## src/rtl/tsop_pkg.sv

```systemverilog
// constants shared by the transport stream output port and its control slave
package tsop_pkg;
   // ==========================================================
   // control bus address and register indices
   localparam logic [4:0] DEV_ADDR_HIGH = 5'h02;
   localparam logic [7:0] IDX_POLARITY = 8'h12;
   localparam logic [7:0] IDX_UNCORR_COUNT = 8'h13;
   localparam logic [7:0] IDX_STREAM_MODE = 8'h20;
   // ==========================================================
   // output_polarity_ctrl fields
   localparam int POL_CLK_BIT = 0;
   localparam int POL_VALID_BIT = 1;
   localparam int POL_UNCORR_BIT = 2;
   localparam int POL_START_BIT = 3;
   localparam logic [7:0] POLARITY_RESET = 8'h80;
   localparam logic [7:0] POLARITY_FIXED_ONES = 8'h80;
   // ==========================================================
   // stream_mode_ctrl fields
   localparam int MODE_SERIAL_BIT = 0;
   localparam int MODE_MSB_FIRST_BIT = 1;
   localparam int MODE_PAR_B_BIT = 3;
   localparam int MODE_DIV_LSB = 4;
   localparam logic [7:0] STREAM_MODE_RESET = 8'h00;
   // ==========================================================
   // stream format
   localparam logic [7:0] PKT_BYTES = 8'hBC;
   localparam logic [7:0] SYNC_BYTE = 8'h47;
   localparam logic [6:0] UNCORR_COUNT_MAX = 7'h7F;
   // ==========================================================
   // output clock timing
   localparam int CLK_PERIOD_NS = 8;
   localparam int PAR_HALF_NS = 56;
   localparam int SER_HALF_NS = 7;
   localparam int PAR_HALF_CYC = (PAR_HALF_NS + CLK_PERIOD_NS - 1) / CLK_PERIOD_NS;
   localparam int SER_HALF_CYC = (SER_HALF_NS + CLK_PERIOD_NS - 1) / CLK_PERIOD_NS;
endpackage

```

## src/rtl/tsop_reg_if.sv

```systemverilog
// register access carrier between the control slave and the stream port
`timescale 1ns/1ps
`default_nettype none
interface tsop_reg_if;
   logic wr_stb;
   logic [7:0] idx;
   logic [7:0] wdata;
   logic [7:0] rdata;
   modport slave (output wr_stb, output idx, output wdata, input rdata);
   modport regs (input wr_stb, input idx, input wdata, output rdata);
endinterface
`default_nettype wire

```

## src/rtl/tsop_ctrl_slave.sv

```systemverilog
// two-wire control slave: index write, data write and data read with auto increment
`timescale 1ns/1ps
`default_nettype none
module tsop_ctrl_slave
(
   input wire logic i_clk,
   input wire logic i_sys_rst,
   input wire logic i_scl,
   input wire logic i_sda,
   input wire logic [1:0] i_addr_strap,
   output logic o_sda_oe,
   tsop_reg_if.slave bus
);
   typedef enum {ST_IDLE, ST_ADDR, ST_INDEX, ST_WDATA, ST_RDATA} tsop_cs_state_type;
   typedef struct packed {
      logic [2:0] scl_s;
      logic [2:0] sda_s;
      logic scl_a;
      logic sda_a;
      logic [1:0] strap;
      tsop_cs_state_type st;
      logic [3:0] cnt;
      logic [7:0] sh;
      logic rw;
      logic nack;
      logic [7:0] idx;
      logic wr_stb;
      logic [7:0] wdata;
      logic oe;
   } tsop_cs_type;
   tsop_cs_type s_reg, s_next;
   logic scl_n, sda_n, rise, fall, start, stop;

   always_comb
   begin
      s_next = s_reg;
      s_next.wr_stb = 1'b0;
      // ==========================================================
      // three-stage synchronisers, level accepted once stages two and three agree
      s_next.scl_s = {s_reg.scl_s[1:0], i_scl};
      s_next.sda_s = {s_reg.sda_s[1:0], i_sda};
      scl_n = (s_reg.scl_s[1] == s_reg.scl_s[2]) ? s_reg.scl_s[2] : s_reg.scl_a;
      sda_n = (s_reg.sda_s[1] == s_reg.sda_s[2]) ? s_reg.sda_s[2] : s_reg.sda_a;
      s_next.scl_a = scl_n;
      s_next.sda_a = sda_n;
      rise = scl_n & ~s_reg.scl_a;
      fall = ~scl_n & s_reg.scl_a;
      start = scl_n & s_reg.scl_a & s_reg.sda_a & ~sda_n;
      stop = scl_n & s_reg.scl_a & ~s_reg.sda_a & sda_n;
      // ==========================================================
      // byte engine
      if (start)
      begin
         // a repeated start after the index write begins the read phase;
         // the scl fall that closes the start is no data bit, so it is marked to be skipped
         s_next.st = ST_ADDR;
         s_next.cnt = 4'hF;
         s_next.oe = 1'b0;
      end
      else if (stop)
      begin
         s_next.st = ST_IDLE;
         s_next.oe = 1'b0;
      end
      else if (s_reg.st != ST_IDLE)
      begin
         if (rise)
         begin
            if (s_reg.cnt < 4'h8)
               s_next.sh = {s_reg.sh[6:0], sda_n};
            else
               s_next.nack = sda_n;
         end
         else if (fall)
         begin
            if (s_reg.cnt == 4'hF)
               s_next.cnt = 4'h0;
            else if (s_reg.st == ST_RDATA && s_reg.cnt < 4'h7)
            begin
               // the rising edge has already shifted, so the next bit sits at the top
               s_next.cnt = s_reg.cnt + 4'h1;
               s_next.oe = ~s_reg.sh[7];
            end
            else if (s_reg.cnt < 4'h7)
               s_next.cnt = s_reg.cnt + 4'h1;
            else if (s_reg.cnt == 4'h7)
            begin
               s_next.cnt = 4'h8;
               s_next.oe = (s_reg.st != ST_RDATA);
               case (s_reg.st)
                  ST_ADDR:
                  begin
                     s_next.rw = s_reg.sh[0];
                     if (s_reg.sh[7:1] != {tsop_pkg::DEV_ADDR_HIGH, s_reg.strap})
                     begin
                        s_next.st = ST_IDLE;
                        s_next.oe = 1'b0;
                     end
                  end
                  ST_INDEX: s_next.idx = s_reg.sh;
                  ST_WDATA:
                  begin
                     s_next.wr_stb = 1'b1;
                     s_next.wdata = s_reg.sh;
                  end
                  default: s_next.oe = 1'b0;
               endcase
            end
            else
            begin
               s_next.cnt = 4'h0;
               s_next.oe = 1'b0;
               case (s_reg.st)
                  ST_ADDR:
                  begin
                     if (s_reg.rw)
                     begin
                        s_next.st = ST_RDATA;
                        s_next.sh = bus.rdata;
                        s_next.oe = ~bus.rdata[7];
                        s_next.idx = s_reg.idx + 8'h01;
                     end
                     else
                        s_next.st = ST_INDEX;
                  end
                  ST_INDEX: s_next.st = ST_WDATA;
                  ST_WDATA: s_next.idx = s_reg.idx + 8'h01;
                  ST_RDATA:
                  begin
                     if (s_reg.nack)
                        s_next.st = ST_IDLE;
                     else
                     begin
                        s_next.sh = bus.rdata;
                        s_next.oe = ~bus.rdata[7];
                        s_next.idx = s_reg.idx + 8'h01;
                     end
                  end
                  default: s_next.st = ST_IDLE;
               endcase
            end
         end
      end
   end

   always_ff @(posedge i_clk)
   begin
      if (i_sys_rst)
      begin
         s_reg <= '0;
         s_reg.scl_s <= 3'h7;
         s_reg.sda_s <= 3'h7;
         s_reg.scl_a <= 1'b1;
         s_reg.sda_a <= 1'b1;
         s_reg.st <= ST_IDLE;
         s_reg.strap <= i_addr_strap; // straps caught while reset is held
      end
      else
         s_reg <= s_next;
   end

   assign o_sda_oe = s_reg.oe;
   assign bus.wr_stb = s_reg.wr_stb;
   assign bus.idx = s_reg.idx;
   assign bus.wdata = s_reg.wdata;
endmodule // tsop_ctrl_slave
`default_nettype wire

```

## src/rtl/tsop_stream_port.sv

```systemverilog
// transport stream output port: parallel modes A and B, serial mode, control registers
`timescale 1ns/1ps
`default_nettype none
module tsop_stream_port
(
   input wire logic i_clk,
   input wire logic i_sys_rst,
   input wire logic i_scl,
   input wire logic i_sda,
   input wire logic [1:0] i_addr_strap,
   output logic o_sda_out,
   output logic o_sda_oe,
   input wire logic i_byte_valid,
   input wire logic [7:0] i_byte_data,
   input wire logic i_byte_first,
   input wire logic i_byte_uncorr,
   output logic o_byte_taken,
   output logic [7:0] o_data,
   output logic o_stream_clk,
   output logic o_data_valid,
   output logic o_packet_start,
   output logic o_uncorr_flag
);
   typedef struct packed {
      logic [7:0] pol;
      logic [7:0] mode;
      logic [6:0] uncnt;
      logic [4:0] half;
      logic clk_lvl;
      logic [7:0] sh;
      logic [2:0] bits_left;
      logic [7:0] pkt_cnt;
      logic pkt_bad;
      logic output_data_valid;
      logic start;
      logic uncorrectable_packet_flag;
      logic [7:0] dout;
      logic taken;
   } tsop_sp_type;
   tsop_sp_type s_reg, s_next;
   tsop_reg_if rif ();

   // ==========================================================
   // control slave
   tsop_ctrl_slave u_ctrl
   (
      .i_clk(i_clk),
      .i_sys_rst(i_sys_rst),
      .i_scl(i_scl),
      .i_sda(i_sda),
      .i_addr_strap(i_addr_strap),
      .o_sda_oe(o_sda_oe),
      .bus(rif.slave)
   );

   // half period of the output clock in cycles, by mode
   function automatic logic [4:0] half_cycles(input logic [7:0] mode);
      if (mode[tsop_pkg::MODE_SERIAL_BIT])
         half_cycles = 5'(tsop_pkg::SER_HALF_CYC);
      else if (mode[tsop_pkg::MODE_PAR_B_BIT])
         half_cycles = {1'b0, mode[tsop_pkg::MODE_DIV_LSB +: 4]} + 5'h01;
      else
         half_cycles = 5'(tsop_pkg::PAR_HALF_CYC);
   endfunction

   // ==========================================================
   // register read mux
   always_comb
   begin
      case (rif.idx)
         tsop_pkg::IDX_POLARITY: rif.rdata = s_reg.pol | tsop_pkg::POLARITY_FIXED_ONES;
         tsop_pkg::IDX_UNCORR_COUNT: rif.rdata = {1'b0, s_reg.uncnt};
         tsop_pkg::IDX_STREAM_MODE: rif.rdata = s_reg.mode;
         default: rif.rdata = 8'h00;
      endcase
   end

   logic serial, msb_first, par_b, period_start, clk_n;
   logic [7:0] cnt_n, byte_n;
   logic [7:0] raw_data;
   logic raw_den, raw_start, raw_uncorrectable_packet_flag;

   always_comb
   begin
      s_next = s_reg;
      s_next.taken = 1'b0;
      serial = s_reg.mode[tsop_pkg::MODE_SERIAL_BIT];
      msb_first = s_reg.mode[tsop_pkg::MODE_MSB_FIRST_BIT];
      par_b = s_reg.mode[tsop_pkg::MODE_PAR_B_BIT];
      cnt_n = 8'h00;
      byte_n = i_byte_data;
      // outputs hold their raw (uninverted) values in the state copy
      raw_data = s_reg.dout;
      raw_den = s_reg.output_data_valid;
      raw_start = s_reg.start;
      raw_uncorrectable_packet_flag = s_reg.uncorrectable_packet_flag;
      clk_n = s_reg.clk_lvl;
      // ==========================================================
      // register writes
      if (rif.wr_stb)
      begin
         if (rif.idx == tsop_pkg::IDX_POLARITY)
            s_next.pol = rif.wdata | tsop_pkg::POLARITY_FIXED_ONES;
         if (rif.idx == tsop_pkg::IDX_STREAM_MODE)
            s_next.mode = rif.wdata;
      end
      // ==========================================================
      // output clock and data sequencing; data changes with the rising edge
      period_start = ~s_reg.clk_lvl && (s_reg.half == 5'h00);
      if (period_start)
      begin
         if (serial && s_reg.bits_left != 3'h0)
         begin
            // next bit of the byte in flight; sync flag only on the first bit
            clk_n = 1'b1;
            raw_data = {7'h00, msb_first ? s_reg.sh[7] : s_reg.sh[0]};
            s_next.sh = msb_first ? {s_reg.sh[6:0], 1'b0} : {1'b0, s_reg.sh[7:1]};
            s_next.bits_left = s_reg.bits_left - 3'h1;
            raw_start = 1'b0;
            s_next.half = half_cycles(s_reg.mode) - 5'h01;
         end
         else if (i_byte_valid)
         begin
            // a jittered clock results in mode A and serial, since periods run only with data
            clk_n = 1'b1;
            s_next.taken = 1'b1;
            s_next.half = half_cycles(s_reg.mode) - 5'h01;
            if (i_byte_first)
               cnt_n = 8'h01;
            else if (s_reg.pkt_cnt != 8'h00 && s_reg.pkt_cnt < tsop_pkg::PKT_BYTES)
               cnt_n = s_reg.pkt_cnt + 8'h01;
            s_next.pkt_cnt = cnt_n;
            if (i_byte_first)
            begin
               s_next.pkt_bad = i_byte_uncorr;
               if (i_byte_uncorr && s_reg.uncnt != tsop_pkg::UNCORR_COUNT_MAX)
                  s_next.uncnt = s_reg.uncnt + 7'h01;
            end
            // the strobe covers 188 bytes, in serial that is 188 x 8 = 1504 bit periods
            raw_den = (cnt_n != 8'h00);
            raw_uncorrectable_packet_flag = (cnt_n != 8'h00) && (i_byte_first ? i_byte_uncorr : s_reg.pkt_bad);
            raw_start = (cnt_n == 8'h01) && (byte_n == tsop_pkg::SYNC_BYTE);
            if (serial)
            begin
               raw_data = {7'h00, msb_first ? byte_n[7] : byte_n[0]};
               s_next.sh = msb_first ? {byte_n[6:0], 1'b0} : {1'b0, byte_n[7:1]};
               s_next.bits_left = 3'h7;
            end
            else
               raw_data = byte_n;
         end
         else if (par_b && !serial)
         begin
            // mode B keeps clocking; an empty period shows no valid data
            clk_n = 1'b1;
            raw_den = 1'b0;
            raw_start = 1'b0;
            raw_uncorrectable_packet_flag = 1'b0;
            s_next.half = half_cycles(s_reg.mode) - 5'h01;
         end
      end
      else if (s_reg.half == 5'h00)
      begin
         clk_n = 1'b0;
         s_next.half = half_cycles(s_reg.mode) - 5'h01;
      end
      else
         s_next.half = s_reg.half - 5'h01;
      s_next.clk_lvl = clk_n;
      s_next.dout = raw_data;
      s_next.output_data_valid = raw_den;
      s_next.start = raw_start;
      s_next.uncorrectable_packet_flag = raw_uncorrectable_packet_flag;
   end

   always_ff @(posedge i_clk)
   begin
      if (i_sys_rst)
      begin
         s_reg <= '0;
         s_reg.pol <= tsop_pkg::POLARITY_RESET;
         s_reg.mode <= tsop_pkg::STREAM_MODE_RESET;
         o_stream_clk <= 1'b0;
         o_data_valid <= 1'b0;
         o_packet_start <= 1'b0;
         o_uncorr_flag <= 1'b0;
         o_data <= 8'h00;
         o_byte_taken <= 1'b0;
      end
      else
      begin
         s_reg <= s_next;
         // ==========================================================
         // output pins; clock, valid, start and uncorrectable flags have programmable polarity, data and taken do not
         o_stream_clk <= s_next.clk_lvl ^ s_next.pol[tsop_pkg::POL_CLK_BIT];
         o_data_valid <= s_next.output_data_valid ^ s_next.pol[tsop_pkg::POL_VALID_BIT];
         o_packet_start <= s_next.start ^ s_next.pol[tsop_pkg::POL_START_BIT];
         o_uncorr_flag <= s_next.uncorrectable_packet_flag ^ s_next.pol[tsop_pkg::POL_UNCORR_BIT];
         o_data <= s_next.dout;
         o_byte_taken <= s_next.taken;
      end
   end

   // open-drain line: only ever pulled low
   assign o_sda_out = 1'b0;
endmodule // tsop_stream_port
`default_nettype wire

```

## config.mk

```make
export PLATFORM = sky130hd
export DESIGN_NAME = tsop_stream_port
export DESIGN_NICKNAME = d
export VERILOG_FILES = /design/src/rtl/tsop_pkg.sv /design/src/rtl/tsop_reg_if.sv /design/src/rtl/tsop_ctrl_slave.sv /design/src/rtl/tsop_stream_port.sv
export SDC_FILE = /design/constraint.sdc
export NUM_CORES = 1
export LEC_CHECK = 0
export BUFFER_PORTS_ARGS = -buffer_cell sky130_fd_sc_hd__buf_4
export CAP_MARGIN = 20
export CORE_MARGIN = 8
export CORE_UTILIZATION = 50
export DETAILED_ROUTE_END_ITERATION = 8
export PLACE_DENSITY = 0.77
export SYNTH_ARGS = -nofsm -noshare
export SYNTH_HDL_FRONTEND = slang
export SYNTH_SLANG_ARGS = --single-unit
export TNS_END_PERCENT = 5
```

## constraint.sdc

```tcl
create_clock -name i_clk -period 3.68 [get_ports i_clk]
set_input_delay 0.368 -clock i_clk [delete_from_list [all_inputs] [get_ports i_clk]]
set_output_delay 0.368 -clock i_clk [all_outputs]
set_load 0.005 [all_outputs]
```

# ---- After elaboration in Yosys (flattened, before gate mapping)
# Cells that the tools add are included.
# W data, S select, Z words.
dict set report totals {
  reg_bits 138
  out_inout_bits 15
  wordCells 280
  inputBits 17
}
dict set report classes {
  n_bitwise 30
  reduce_logical 42
  n_lt_le_gt_ge 3
  mux 117
  addsub 11
  eq_ne 43
}
# operator count
set op_table {}
lappend op_table {{$mux W36} 9}
lappend op_table {{$mux W8} 20}
lappend op_table {{$pmux W32 S4} 1}
lappend op_table {{$mux W5} 20}
lappend op_table {{$mux W32} 3}
lappend op_table {{$mux W18} 4}
lappend op_table {{$eq A32 B2 Y1 const B} 2}
lappend op_table {{$pmux W8 S3} 2}
lappend op_table {{$mux W9} 5}
lappend op_table {{$reduce_and A10 Y1} 4}
lappend op_table {{$mux W1} 37}
lappend op_table {{$mux W33} 1}
lappend op_table {{$eq A32 B1 Y1 const B} 1}
lappend op_table {{$eq A32 B3 Y1 const B} 1}
lappend op_table {{$eq A32 B4 Y1 const B} 1}
lappend op_table {{$ne A32 B4 Y1 const B} 1}
lappend op_table {{$reduce_bool A32 Y1} 1}
lappend op_table {{$mux W31} 1}
lappend op_table {{$ne A10 B9 Y1 const B} 3}
lappend op_table {{$sub A5 B1 Y5 const B} 5}
lappend op_table {{$reduce_and A12 Y1} 2}
lappend op_table {{$mux W11} 2}
lappend op_table {{$mux W20} 1}
lappend op_table {{$not A1 Y1} 19}
lappend op_table {{other kinds (48)} 100}

# ---- Depth between registers and ports, before layout
dict set report logic_depth {
  depth_word 20
  mapped_depth 11
  depth_no_buf 9
}

# ---- Modules after synthesis
# Synthesis repeated with hierarchy kept, for this count alone.
dict set report unflattened {
  cells_unflattened 706
  hier_area_um2 6002.0
}
# module cells_per_inst seq_area_each_um2 area_per_inst_um2 instances
set modules_own_cells {}
lappend modules_own_cells {tsop_stream_port 422 1281.2 3467.1 1}
lappend modules_own_cells {tsop_ctrl_slave 284 920.9 2534.9 1}

# ---- Worst setup path after synthesis
# OpenSTA, ideal clock, no wires.
dict set report synth_path {
  path_type {register -> register}
  from {register s_reg[13] (netlist bit)}
  to {register o_uncorr_flag}
  n_path_buf 0
  stages_incl_launch_ff 8
  t_required_ns 3.559
  arrival_ns 2.304
  synth_period_minus_slack_ns 2.426
  setup_slack_ns 1.254
  setup_time_ns 0.121
  path_cell_list {dfxtp_1 -> ha_1 -> xor2_1 -> or3_1 -> a2111o_1 -> a2111oi_4 -> o21ai_2 -> mux2_4}
}
dict set report synth_between {
  elab_chain_cells 13
  word_cells_on_any_way 15
  cone_classes {1 x add/sub; 1 x order compare; 8 x mux; 1 x bitwise; 4 x reduce/logical}
}
# item line_no
set synth_lines {}
lappend synth_lines {{start: declaration} tsop_stream_port.sv:40} ;# tsop_sp_type s_reg, s_next;
lappend synth_lines {{start signal: assignment} tsop_stream_port.sv:192} ;# s_reg <= s_next;
lappend synth_lines {{$lt A8 B8 Y1 or $reduce_bool A8 Y1 (tied branches)} tsop_stream_port.sv:130} ;# else if (s_reg.pkt_cnt != 8'h00 && s_reg.pkt_cnt < tsop_pkg::PKT_BYTES)
lappend synth_lines {{$logic_and A1 B1 Y1} tsop_stream_port.sv:130}
lappend synth_lines {{$mux W8 (*)} tsop_stream_port.sv:130}
lappend synth_lines {{$mux W8 (*)} tsop_stream_port.sv:128} ;# if (i_byte_first)
lappend synth_lines {{$mux W8 (*)} tsop_stream_port.sv:122} ;# else if (i_byte_valid)
lappend synth_lines {{$mux W8 (*)} tsop_stream_port.sv:112} ;# if (serial && s_reg.bits_left != 3'h0)
lappend synth_lines {{$mux W8 (*)} tsop_stream_port.sv:110} ;# if (period_start)
lappend synth_lines {{$reduce_bool A8 Y1 (*)} tsop_stream_port.sv:141} ;# raw_uncorrectable_packet_flag = (cnt_n != 8'h00) && (i_byte_first ? i_byte_uncorr : s_reg.pkt_bad);
lappend synth_lines {{$logic_and A1 B1 Y1 (*)} tsop_stream_port.sv:141}
lappend synth_lines {{$mux W1 (*)} tsop_stream_port.sv:122}
lappend synth_lines {{$mux W1 (*)} tsop_stream_port.sv:112}
lappend synth_lines {{$mux W1 (*)} tsop_stream_port.sv:110}
lappend synth_lines {{$xor A1 B1 Y1 (*)} tsop_stream_port.sv:198} ;# o_uncorr_flag <= s_next.uncorrectable_packet_flag ^ s_next.pol[tsop_pkg::POL_UNCORR_BIT];
lappend synth_lines {{end signal: assignment} tsop_stream_port.sv:198}
lappend synth_lines {{end: declaration} tsop_stream_port.sv:22} ;# output logic o_uncorr_flag
# Every way passes the cells marked *; elsewhere a longest branch is shown, timed or not. The select of a mux whose other input is x is not followed.
# A chain may end at the register's enable or synchronous reset.

# ---- Final worst setup path
dict set report layout_path {
  from {register s_reg[13] (netlist bit)}
  to {register s_reg[19] (netlist bit)}
}
dict set report layout_between {
  elab_chain_cells 7
  word_cells_on_any_way 9
  cone_classes {1 x add/sub; 1 x order compare; 5 x mux; 2 x reduce/logical}
}
# item line_no
set layout_lines {}
lappend layout_lines {{$lt A8 B8 Y1 or $reduce_bool A8 Y1 (tied branches)} tsop_stream_port.sv:130}
lappend layout_lines {{$logic_and A1 B1 Y1} tsop_stream_port.sv:130}
lappend layout_lines {{$mux W8 (*)} tsop_stream_port.sv:130}
lappend layout_lines {{$mux W8 (*)} tsop_stream_port.sv:128}
lappend layout_lines {{$mux W8 (*)} tsop_stream_port.sv:122}
lappend layout_lines {{$mux W8 (*)} tsop_stream_port.sv:112}
lappend layout_lines {{$mux W8 (*)} tsop_stream_port.sv:110}
# Marks and branches as above.

==> reports/results.ini <==
[status]
status = finished, final reports clean

[drt]
avgViaCountPerCell = 5.940
drt_iter0_markers = 604
antenna_left = 0
vias = 5007
drcViolationCount = 0
first_pass_iters = 5
post_drt_wl_per_cell_um = 15.65
routed_wl_um = 13190

[global_route]
grt_max_degree = 88
grt_use_total = 0.1810
grt_pass1_wl_um = 22440
overflow = 0
first_global_vias = 4722
antenna_found_initial = 0

[min_path]
min_from = i_addr_strap[0]
hold_path_class = in -> reg
hold_depth = 1
min_to = u_ctrl.s_next[64]

[timing]
tightest_slew_ns = 0.9015
rsz0062_at_grt = no
final-setup-viol-count = 0
finalCriticalPeriod_ns = 2.775
slew_headroom = 0.3981
setup_ws_ns = 0.9047
period_share = 0.7542
hold_violations = 0
fin_skew_ns = 0.006436
fmax_mhz = 360.3
setup_tns_ns = 0
maxSlewViolCount = 0

[logic_synthesis]
synth_edf_count = 2
yosysUniqueCellTypes = 73
ys_seq_area_frac = 0.3855
syn_nets = 729
syn_area_sq_um = 5712
syn_inst = 700
ys_ff_latch = 109
postSynthAreaPerCell_sq_um = 8.160
yosys_most_used_dff = dfxtp_1
yosys_warnings = 0
synthArstFlopShare = 0

[clock_network]
htree_levels = 3
root_buffer = clkbuf_16
path_clk_slew_ns = 0.07
post-cts-setup-buffers = 0
cts_resized = 0
cts_buffers = 9
cts_buffer_depth = 2
clock_latency_ns = 0.35
cts_num_sinks = 109
cts_tree = yes
cts_hold_buf = 0

[layout]
regArea_sq_um = 2202
area_growth_pct = 8.697
mostFrequentLayoutCell = dfxtp_1
antenna_cells = 0
multi_input_area_sq_um = 3202
finalNetCount = 724
largest_reg_flops = 57
final_cell_mix = dfxtp_1 (107), nor2_1 (88), a21oi_1 (71)
drive_gt1_frac = 0.1171
fillers = 1039

[power_and_ir_drop]
ir_drop_mv = 0.4405
p_clk_frac = 0.347
cellLeakagePower_uw = 0.002209
swShare = 0.2877
seq_power_share = 0.468
p_int_uw = 1993
powerDensity_nw_per_um2 = 450.7
combPwrFrac = 0.185
power_switching_uw = 805.1

[critical_path]
crit_chain = inv_1, ha_1, nor4b_1, a21o_1, a21oi_1, nand2_2, or4_1, a21oi_1
critPathMaxFanout = 8
path_buf_inv = 1
crit_path_end_kind = register
critPathKind = reg -> reg
r2r-end = s_reg[19]
crit_top_cell = a21oi_1
ff2ff_setup_slack_ns = 0.90
crit_slowest_cell = a21oi_1
slowest_delay_ns = 0.71
ff2ff_path_depth = 8
crit_arrival_ns = 3.05
r2r-start = s_reg[13]
cpLargestDelayFamily = compound AO/OA/AOI/OAI gates
worstPathRequired_ns = 3.95
cp-start-kind = register

[floorplanning]
die_w_um = 122.9
row_count = 39
ios = 32
initial_utilization = 0.5067
die_h_um = 122.9
dieArea_sq_um = 15100
fp.coreArea_sq_um = 11270

[place]
io_buffers = 30
pre_cts_slack_ns = 0.9751
hpwl_um = 9355
place_congestion = 0.8847

[job]
maxCapViolCount = 0

==> cells in the mapped netlist (14+ instances only) <==
library cell	count	share of area
a211oi_1	14	0.018
dfxtp_1	107	0.38
nand3_1	32	0.028
o21ai_0	22	0.019
inv_1	20	0.013
a21oi_1	71	0.062
nor3_1	21	0.018
nand2_1	61	0.040
mux2i_1	28	0.049
nor2_1	88	0.058
or2_2	14	0.015
clkbuf_1	30	0.020
==> power by group through the flow <==
stage / Clock, uW / Combinational (uW) / Sequential (uW)
after floorplan: 0 / 410 / 1320
after global placement: 0 / 498 / 1330
after detailed placement: 0 / 517 / 1340
after CTS: 998 / 517 / 1310
after global routing: 1040 / 579 / 1320
final: 971 / 518 / 1310
==> metrics by stage <==
step	cells	hold slack (ns)	utilization	cell area (sq um)	total power, uW
3_5_place_dp	827	0.3983	0.5239	5906	1853
4_1_cts	843	0.1733	0.5508	6208	2825
6_report	843	0.1893	0.5508	6208	2798
5_1_grt	843	0.1711	0.5508	6208	2944
2_1_floorplan	700	0.3895	-	5712	1731
3_3_place_gp	827	0.3970	0.5239	5906	1830
==> worst reg2reg max path: stages (launching register included) <==
cell	delay, ns
dfxtp_1	0.49
inv_1	0.11
ha_1	0.21
nor4b_1	0.15
a21o_1	0.22
a21oi_1	0.71
nand2_2	0.15
or4_1	0.51
a21oi_1	0.16
==> worst max-delay path by stage <==
| stage | start | end | slack [ns] | depth (start not counted) |
|---|---|---|---|---|
| final | s_reg[13] | s_reg[19] | 0.90 | 8 |
| after global routing | s_reg[21] | s_reg[42] | 0.67 | 9 |
| after CTS | s_reg[13] | s_reg[19] | 0.96 | 8 |
| after detailed placement | s_reg[13] | s_reg[19] | 0.98 | 8 |
| after global placement | s_reg[13] | s_reg[19] | 1.11 | 8 |
| after floorplan | s_reg[13] | o_uncorr_flag | 1.25 | 7 |
==> metal layers <==
metal / share of wire / wire [um] / global-route usage
met2: 0.49 / 6425 / 0.3051
met5: 0 / 0 / 0
met1: 0.44 / 5775 / 0.2202
met4: 0.018 / 233 / 0.06093
met3: 0.057 / 756 / 0.04554
==> logic make-up (layout without fill, tap and decap cells) <==
| kind of cell | count (synthesis) | count (layout) | share of synthesized area |
|---|---|---|---|
| buffers and inverters | 69 | 69 | 0.05389 |
| AOI/OAI and AO/OA | 167 | 167 | 0.1897 |
| muxes | 30 | 30 | 0.05433 |
| xor gates and xnor gates | 17 | 17 | 0.02607 |
| adders and majority gates | 12 | 12 | 0.02629 |
| and+or+nand+nor | 295 | 295 | 0.2635 |
| DFF | 109 | 109 | 0.3855 |
| other | 1 | 1 | 0.0006565 |
==> cell type report <==
| type | instances | area share |
|---|---|---|
| sequential | 109 | 0.3547 |
| tap | 143 | 0.02882 |
| inverter | 20 | 0.01209 |
| clock buffer | 11 | 0.04252 |
| multi-input combinational | 522 | 0.5157 |
| timing repair buffer | 33 | 0.03990 |
| clock inverter | 5 | 0.006247 |
Note: power is estimated with default switching activity, not from simulation.
